File: src/hw/eiv_pkg.sv
`default_nettype none
package eiv_pkg;
  // ----------------------------------------------------------------
  // Register offsets (data-space addresses)
  // ----------------------------------------------------------------
  localparam logic [7:0] IO_OFFSET      = 8'h20;
  localparam logic [7:0] ADDR_CHG_FLAGS = 8'h3B;
  localparam logic [7:0] ADDR_EXT_FLAGS = 8'h3C;
  localparam logic [7:0] ADDR_EXT_MASK  = 8'h3D;
  localparam logic [7:0] ADDR_CORE_CTL  = 8'h55;
  localparam logic [7:0] ADDR_CHG_EN    = 8'h68;
  localparam logic [7:0] ADDR_SENSE     = 8'h69;
  localparam logic [7:0] ADDR_CHG_MASK0 = 8'h6B;
  localparam logic [7:0] ADDR_CHG_MASK1 = 8'h6C;
  localparam logic [7:0] ADDR_CHG_MASK2 = 8'h6D;
  // ----------------------------------------------------------------
  // Field positions and reset values
  // ----------------------------------------------------------------
  localparam int          VSEL_BIT   = 1;
  localparam int          VCE_BIT    = 0;
  localparam int          SENSE1_LSB = 2;
  localparam int          SENSE0_LSB = 0;
  localparam logic [7:0]  RESET_VAL  = 8'h00;
  localparam logic [7:0]  BANK1_BITS = 8'h7F;
  // ----------------------------------------------------------------
  // Timing
  // ----------------------------------------------------------------
  localparam logic [2:0]  VCE_CYCLES = 3'h4;
  // ----------------------------------------------------------------
  // Sense modes
  // ----------------------------------------------------------------
  localparam logic [1:0]  SENSE_LOW  = 2'h0;
  localparam logic [1:0]  SENSE_ANY  = 2'h1;
  localparam logic [1:0]  SENSE_FALL = 2'h2;
  localparam logic [1:0]  SENSE_RISE = 2'h3;
endpackage
`default_nettype wire

File: src/hw/eiv_pin_if.sv
`timescale 1ns/1ps
`default_nettype none
// Per-pin detector connection: config in, event and level out
interface eiv_pin_if;
  logic [1:0] sense;
  logic       pin;
  logic       event_hit;
  logic       level_low;
  modport ctl (output sense, output pin, input event_hit, input level_low);
  modport det (input sense, input pin, output event_hit, output level_low);
endinterface
`default_nettype wire

File: src/hw/eiv_pin_detect.sv
`timescale 1ns/1ps
`default_nettype none
module eiv_pin_detect (
  input  wire logic clk_in,
  input  wire logic reset_n_in,
  eiv_pin_if.det    p
);
  logic samp;
  logic prev;

  // ----------------------------------------------------------------
  // Sampling
  // ----------------------------------------------------------------
  // Pin taken as synchronous; one sample kept for edge compare
  always_ff @(posedge clk_in or negedge reset_n_in) begin
    if (!reset_n_in) begin
      samp <= 1'b1;
      prev <= 1'b1;
    end else begin
      samp <= p.pin;
      prev <= samp;
    end
  end

  // Level path bypasses the edge compare so a low wakes without edges
  assign p.level_low = ~p.pin;

  // One event per clock at most
  always_comb begin
    unique case (p.sense)
      eiv_pkg::SENSE_LOW:  p.event_hit = 1'b0;
      eiv_pkg::SENSE_ANY:  p.event_hit = samp ^ prev;
      eiv_pkg::SENSE_FALL: p.event_hit = prev & ~samp;
      eiv_pkg::SENSE_RISE: p.event_hit = ~prev & samp;
    endcase
  end
endmodule
`default_nettype wire

File: src/hw/eiv_ctl.sv
// Behaviour
// Sense field picks low/any/fall/rise
// Sense register: pin1 bits 3:2, pin0 1:0
// Pin sampled; pulses over one clock caught
// Driver holds low level through instruction
// Level mode requests while pin low
// Edges need clock; low level asynchronous
// Three banks raise request on toggle
// Pin-change detection works without clock
// Interrupts fire even when pin is output
// Dedicated request needs mask and global
// Edge sets flag; vector or W1C clears
// Level mode holds pending flag clear
// Driver holds wake level through start-up
// Vector select chooses application or boot
// Software sets change-enable then writes select
// Change-enable self-clears after four cycles
// Change sequence blocks interrupts, global untouched
// Boot lock bits block cross-region interrupts
// I/O instructions use offset minus 0x20
// Bank enables plus global gate requests
// Per-input mask enables change detection
// Bank change sets flag; clears likewise
// Pin zero flag behaves like pin one
// Edge compares current and previous sample
`timescale 1ns/1ps
`default_nettype none
module eiv_ctl #(
  parameter int BANK_W = 8
) (
  input  wire logic              clk_in,
  input  wire logic              reset_n_in,
  input  wire logic [7:0]        addr_in,
  input  wire logic              io_space_in,
  input  wire logic              wr_in,
  input  wire logic              rd_in,
  input  wire logic [7:0]        wdata_in,
  input  wire logic              global_ie_in,
  input  wire logic              instr_done_in,
  input  wire logic              exec_boot_in,
  input  wire logic              app_lock_bit_in,
  input  wire logic              boot_lock_bit_in,
  input  wire logic [4:0]        vector_ack_in,
  input  wire logic [1:0]        ext_pin_in,
  input  wire logic [3*BANK_W-1:0] change_input_in,
  output logic [7:0]             rdata_out,
  output logic [4:0]             irq_req_out,
  output logic                   vector_table_select_out,
  output logic                   wake_out
);
  // ----------------------------------------------------------------
  // Registers
  // ----------------------------------------------------------------
  logic [7:0]        sense_ctl;
  logic [1:0]        ext_mask;
  logic [1:0]        ext_pend;
  logic [2:0]        bank_en;
  logic [2:0]        bank_pend;
  logic [BANK_W-1:0] bank_mask [3];
  logic              vsel;
  logic              vce;
  logic [2:0]        vce_cnt;
  logic              block_seq;
  logic              block_hold;
  logic [3*BANK_W-1:0] chg_prev;
  logic [1:0]        hit;
  logic [1:0]        lvl;
  logic [2:0]        bank_hit;
  logic [7:0]        eff_addr;
  logic              wr_ctl;

  // Dedicated I/O instructions use the offset less 0x20
  assign eff_addr = io_space_in ? 8'(addr_in + eiv_pkg::IO_OFFSET)
                                : addr_in;
  assign wr_ctl = wr_in && eff_addr == eiv_pkg::ADDR_CORE_CTL;

  // ----------------------------------------------------------------
  // Dedicated pin detectors
  // ----------------------------------------------------------------
  genvar g;
  generate
    for (g = 0; g < 2; g++) begin : gen_pin
      eiv_pin_if pif ();
      assign pif.sense = sense_ctl[2*g +: 2];
      assign pif.pin   = ext_pin_in[g];
      assign hit[g]    = pif.event_hit;
      assign lvl[g]    = pif.level_low;
      eiv_pin_detect u_det (
        .clk_in    (clk_in),
        .reset_n_in(reset_n_in),
        .p         (pif)
      );
    end
  endgenerate

  function automatic logic is_level(input logic [1:0] s);
    return s == eiv_pkg::SENSE_LOW;
  endfunction

  // Pin-change compare per masked input; mask gates detection itself
  always_ff @(posedge clk_in or negedge reset_n_in) begin
    if (!reset_n_in) chg_prev <= '0;
    else             chg_prev <= change_input_in;
  end
  always_comb begin
    for (int b = 0; b < 3; b++) begin
      bank_hit[b] = |((change_input_in[b*BANK_W +: BANK_W] ^
                       chg_prev[b*BANK_W +: BANK_W]) &
                      bank_mask[b]);
    end
  end

  // ----------------------------------------------------------------
  // Configuration registers
  // ----------------------------------------------------------------
  always_ff @(posedge clk_in or negedge reset_n_in) begin
    if (!reset_n_in) begin
      sense_ctl <= eiv_pkg::RESET_VAL;
      ext_mask  <= '0;
      bank_en   <= '0;
      for (int b = 0; b < 3; b++) bank_mask[b] <= '0;
    end else if (wr_in) begin
      unique case (eff_addr)
        eiv_pkg::ADDR_SENSE:     sense_ctl <= {4'h0, wdata_in[3:0]};
        eiv_pkg::ADDR_EXT_MASK:  ext_mask  <= wdata_in[1:0];
        eiv_pkg::ADDR_CHG_EN:    bank_en   <= wdata_in[2:0];
        eiv_pkg::ADDR_CHG_MASK0: bank_mask[0] <= wdata_in[BANK_W-1:0];
        eiv_pkg::ADDR_CHG_MASK1:
          bank_mask[1] <= wdata_in[BANK_W-1:0] &
                          eiv_pkg::BANK1_BITS[BANK_W-1:0];
        eiv_pkg::ADDR_CHG_MASK2: bank_mask[2] <= wdata_in[BANK_W-1:0];
        default: ;
      endcase
    end
  end

  // ----------------------------------------------------------------
  // Pending flags: set wins over clear
  // ----------------------------------------------------------------
  always_ff @(posedge clk_in or negedge reset_n_in) begin
    if (!reset_n_in) begin
      ext_pend <= '0;
    end else begin
      for (int i = 0; i < 2; i++) begin
        if (is_level(sense_ctl[2*i +: 2]))
          ext_pend[i] <= 1'b0;
        else if (hit[i])
          ext_pend[i] <= 1'b1;
        else if (vector_ack_in[i] ||
                 (wr_in && eff_addr == eiv_pkg::ADDR_EXT_FLAGS &&
                  wdata_in[i]))
          ext_pend[i] <= 1'b0;
      end
    end
  end

  always_ff @(posedge clk_in or negedge reset_n_in) begin
    if (!reset_n_in) begin
      bank_pend <= '0;
    end else begin
      for (int b = 0; b < 3; b++) begin
        if (bank_hit[b])
          bank_pend[b] <= 1'b1;
        else if (vector_ack_in[2+b] ||
                 (wr_in && eff_addr == eiv_pkg::ADDR_CHG_FLAGS &&
                  wdata_in[b]))
          bank_pend[b] <= 1'b0;
      end
    end
  end

  // ----------------------------------------------------------------
  // Vector table select and timed change window
  // ----------------------------------------------------------------
  always_ff @(posedge clk_in or negedge reset_n_in) begin
    if (!reset_n_in) begin
      vsel    <= 1'b0;
      vce     <= 1'b0;
      vce_cnt <= '0;
    end else if (wr_ctl && wdata_in[eiv_pkg::VCE_BIT]) begin
      vce     <= 1'b1;
      vce_cnt <= eiv_pkg::VCE_CYCLES;
    end else if (wr_ctl && vce) begin
      vsel    <= wdata_in[eiv_pkg::VSEL_BIT];
      vce     <= 1'b0;
      vce_cnt <= '0;
    end else if (vce) begin
      // Select writes outside the window leave everything alone
      vce_cnt <= vce_cnt - 3'h1;
      if (vce_cnt == 3'h1) vce <= 1'b0;
    end
  end

  // Blocking lasts through the instruction after the select write
  always_ff @(posedge clk_in or negedge reset_n_in) begin
    if (!reset_n_in) begin
      block_hold <= 1'b0;
    end else if (wr_ctl && vce && !wdata_in[eiv_pkg::VCE_BIT]) begin
      block_hold <= 1'b1;
    end else if (instr_done_in) begin
      block_hold <= 1'b0;
    end
  end

  always_comb begin
    block_seq = vce || block_hold ||
                (wr_ctl && wdata_in[eiv_pkg::VCE_BIT]);
  end

  // ----------------------------------------------------------------
  // Request gating and outputs
  // ----------------------------------------------------------------
  logic       lock_block;
  logic [4:0] next_req;
  logic [4:0] raw_req;

  // Global enable is only read here, never changed
  assign lock_block = (vsel && !exec_boot_in && app_lock_bit_in) ||
                      (!vsel && exec_boot_in && boot_lock_bit_in);

  always_comb begin
    for (int i = 0; i < 2; i++) begin
      raw_req[i] = ext_mask[i] &&
                   (is_level(sense_ctl[2*i +: 2]) ? lvl[i]
                                                  : ext_pend[i]);
    end
    raw_req[4:2] = bank_en & bank_pend;
    next_req = (global_ie_in && !block_seq && !lock_block)
               ? raw_req : 5'h00;
  end

  always_ff @(posedge clk_in or negedge reset_n_in) begin
    if (!reset_n_in) begin
      irq_req_out             <= '0;
      vector_table_select_out <= 1'b0;
      wake_out                <= 1'b0;
    end else begin
      irq_req_out             <= next_req;
      vector_table_select_out <= vsel;
      // Wake ignores global enable and sequence blocking on purpose
      wake_out <= |(ext_mask & lvl &
                    {is_level(sense_ctl[3:2]), is_level(sense_ctl[1:0])})
                  || |(bank_en & bank_hit);
    end
  end

  // Read data is registered; unmapped addresses read zero
  always_ff @(posedge clk_in or negedge reset_n_in) begin
    if (!reset_n_in) begin
      rdata_out <= '0;
    end else if (rd_in) begin
      unique case (eff_addr)
        eiv_pkg::ADDR_SENSE:     rdata_out <= sense_ctl;
        eiv_pkg::ADDR_EXT_MASK:  rdata_out <= {6'h00, ext_mask};
        eiv_pkg::ADDR_EXT_FLAGS: rdata_out <= {6'h00, ext_pend};
        eiv_pkg::ADDR_CHG_FLAGS: rdata_out <= {5'h00, bank_pend};
        eiv_pkg::ADDR_CHG_EN:    rdata_out <= {5'h00, bank_en};
        eiv_pkg::ADDR_CHG_MASK0: rdata_out <= 8'(bank_mask[0]);
        eiv_pkg::ADDR_CHG_MASK1: rdata_out <= 8'(bank_mask[1]);
        eiv_pkg::ADDR_CHG_MASK2: rdata_out <= 8'(bank_mask[2]);
        eiv_pkg::ADDR_CORE_CTL:  rdata_out <= {6'h00, vsel, vce};
        default:                 rdata_out <= 8'h00;
      endcase
    end
  end
endmodule
`default_nettype wire

File: config.mk
export PLATFORM = sky130hd
export DESIGN_NAME = eiv_ctl
export DESIGN_NICKNAME = d
export VERILOG_FILES = /design/src/hw/eiv_pkg.sv /design/src/hw/eiv_pin_if.sv /design/src/hw/eiv_pin_detect.sv /design/src/hw/eiv_ctl.sv
export SDC_FILE = /design/constraint.sdc
export NUM_CORES = 1
export LEC_CHECK = 0
export BUFFER_PORTS_ARGS = -buffer_cell sky130_fd_sc_hd__clkbuf_2
export CAP_MARGIN = 5
export CELL_PAD_IN_SITES_DETAIL_PLACEMENT = 1
export CELL_PAD_IN_SITES_GLOBAL_PLACEMENT = 1
export CORE_UTILIZATION = 44
export CTS_CLUSTER_DIAMETER = 80
export CTS_CLUSTER_SIZE = 24
export DETAILED_ROUTE_END_ITERATION = 10
export PLACE_DENSITY_LB_ADDON = 0.1
export SETUP_SLACK_MARGIN = 0.15
export SYNTH_ARGS = -nofsm -noshare
export SYNTH_HDL_FRONTEND = slang
export SYNTH_HIERARCHICAL = 1
export SYNTH_SLANG_ARGS = --single-unit
export TNS_END_PERCENT = 100
File: constraint.sdc
create_clock -name clk_in -period 1.68 [get_ports clk_in]
set_input_delay 0 -clock clk_in [delete_from_list [all_inputs] [get_ports clk_in]]
set_output_delay 0 -clock clk_in [all_outputs]
set_load 0.02 [all_outputs]
==> out/results.ini <==
[power]
ir_worst_vdd_uv=487
powerDensity_nw_per_um2=846
p_leak_nw=2.56
fin_total_pwr_mw=4.45

[global_routing]
globalRouteOverflowTotal=0
grt_max_degree=86
antenna_found_initial=0
grt_pass1_vias=3489
grt_first_pass_wirelength_um=18000
grt_use_total=0.248

[floorplanning]
die_w_um=97.1
die_h_um=97.1
initial_utilization=0.457
coreArea_um2=8720
rows=34
die_area_um2=9430
io_pins=72

[finish]
fin_area_um2=5260
insertedDiodeCount=0
final_nets=523
mostFrequentLayoutCells=81 x dfrtp_1, 69 x clkbuf_2, 37 x dlygate4sd3_1
drive_gt1_frac=0.381
final_common_cell=dfrtp_1
area_growth_pct=32.1

[synthesis]
synthesis.area_um2=3980
synth_flop_cell=dfrtp_1
ys_seq_area_frac=0.536
syn-num-nets=396
synth_cells=332
synth_edf_count=0
yosys_warnings=6
yosysUniqueCellTypes=52
async_flop_share=1.00
synth-seq-cells=85
syn_area_per_cell_um2=12.0

[detailed_routing]
finalWirelength_um=10800
ant_nets=0
drc_errors=0
drtPass1Iterations=5
first_iter_violations=115
routed-via-count=3138
wire_per_inst_um=18.8
via_per_inst=5.49

[hold_path]
hold_depth=2
hp-class=in2reg
hold_start=wdata_in[2]
hold_end=bank_mask[2]

[critical_path]
start_kind=register
crit_path_end_kind=register
reg2reg_from=gen_pin[0].u_det/prev
regToRegEndpoint=ext_pend[0]
critPathSlowestCell=dfstp_2
crit_arrival_ns=1.78
worst-setup-path-type=reg2reg
rr_worst_depth=6
cp_data_required_time_ns=1.92
slowest_delay_ns=0.55
cp_max_fo=2
cp_cell_sequence=inv_2 -> ha_4 -> or2b_1 -> a32o_2 -> a31oi_1 -> nor2_1
rrSetupSlack_ns=0.14

[timing]
setup_viol=0
tns_ns=0
skew_ns=0.0135
rsz0062_at_grt=yes
worst_pin_slew_ns=0.476
fin_crit_sh=0.918
relSlewSlack=0.683
finalHoldViolations=0
fmax_mhz=648
final-max-slew-violation-count=0
min_period_ns=1.54

[clocking]
clock_latency_ns=0.36
cts_buffer_depth=2
cts_inserted_buffers=9
h-tree-depth=3
cts.sinks=85
clock-root-buffer=clkbuf_8
cts_tree=built
clk_pin_slew_worst_paths_ns=0.09

[status]
status=completed

[flow_run]
cap_viol_max_count=0

[placement]
gp_congestion=0.794
portBuffers=70
dpl_cell_area_um2=4620
dp.final_hpwl_um=7180

[metal layers]
layer / share of wire / vias up / routed length (um) / track usage
met2: 0.52 / 65 / 5610 / 0.435
met1: 0.43 / 1588 / 4660 / 0.308
met4: 0.020 / 0 / 215 / 0.0987
met3: 0.027 / 20 / 287 / 0.0360
li1: - / 1465 / - / -
met5: 0 / - / 0 / 0
[stage by stage]
| step | std cells | hold slack, ns | setup slack, ns | utilization |
|---|---|---|---|---|
| CTS | 570 | 0.0327 | 0.0936 | 0.596 |
| global route | 572 | 0.0232 | 0.0613 | 0.603 |
| detailed placement | 517 | 0.0761 | -0.156 | 0.530 |
| floorplan | 332 | -0.296 | 0.158 | - |
| finish | 572 | 0.0172 | 0.138 | 0.603 |
| global placement | 517 | 0.0724 | -0.122 | 0.530 |
[worst max-delay path: cells and delay by family, from the launching register on]
family	cells	cell delay, ns
AOI/OAI and AO/OA	2	0.41
adders and majority gates	1	0.14
buffers and inverters	1	0.04
DFF	1	0.55
and+or+nand+nor	2	0.28
[layout make-up]
type / count / area, um^2
fill: 922 / 3460
inverter: 20 / 75.1
clock buffer: 11 / 141
clock inverter: 5 / 60.1
timing repair buffer: 130 / 933
tap: 108 / 135
sequential: 85 / 2130
multi-input combinational: 213 / 1780
[flip-flops by register name, indices dropped and copies added (netlist names)]
name / flops
ext_pend: 2
gen_pin.u_det/prev: 2
vsel: 1
sense_ctl: 4
gen_pin.u_det/samp: 2
vector_table_select_out: 1
ext_mask: 2
block_hold: 1
bank_en: 3
bank_pend: 3
wake_out: 1
rdata_out: 8
bank_mask: 23
vce: 1
irq_req_out: 5
chg_prev: 23
vce_cnt: 3
[synth_stat cells, drive strengths merged (3+ instances only)]
cell,instances,share of area
nor2,10,0.0094
o21ai,10,0.013
a31o,4,0.0088
nand4,7,0.011
nand2,10,0.0094
nor3b,3,0.0057
mux2,36,0.10
nand3b,5,0.0094
and3,13,0.021
a22oi,11,0.021
a222oi,5,0.013
buf,7,0.0091
nand2b,5,0.0079
nand3,13,0.016
xor2,23,0.051
ha,7,0.022
a31oi,6,0.0094
nor2b,6,0.010
dfrtp,81,0.51
mux2i,6,0.015
clkbuf,7,0.0066
inv,20,0.019
dfstp,4,0.026
[worst max path at each step]
stage,startpoint,end,slack (ns),cells past startpoint
floorplan,addr_in[5],vsel,0.16,6
global route,chg_prev[14],wake_out,0.06,5
global placement,addr_in[5],bank_en[0],-0.12,8
CTS,chg_prev[14],wake_out,0.09,5
finish,gen_pin[0].u_det/prev,ext_pend[0],0.14,6
detailed placement,addr_in[5],bank_en[2],-0.16,8
[what timing repair did]
| action | CTS | global route |
|---|---|---|
| buffers inserted | 0 | 2 |
| pin swaps | 0 | 10 |
| gates resized for setup | 0 | 13 |
| endpoints found under the setup margin | 2 | 26 |
| hold buffers | 37 | 0 |
| endpoints found under the hold margin | 128 | 0 |
[report_power, final]
part / switching (mW) / total (mW) / internal [mW]
Sequential: 0.108 / 2.29 / 2.18
Combinational: 0.339 / 0.680 / 0.341
Clock: 0.746 / 1.48 / 0.731
[cells by family after synthesis]
family	synth area share
AOI/OAI and AO/OA	0.107
xor gates and xnor gates	0.0528
adders and majority gates	0.0220
buffers and inverters	0.0346
DFF	0.536
muxes	0.117
and+or+nand+nor	0.131
No activity file was read; power rests on OpenSTA's default activity.
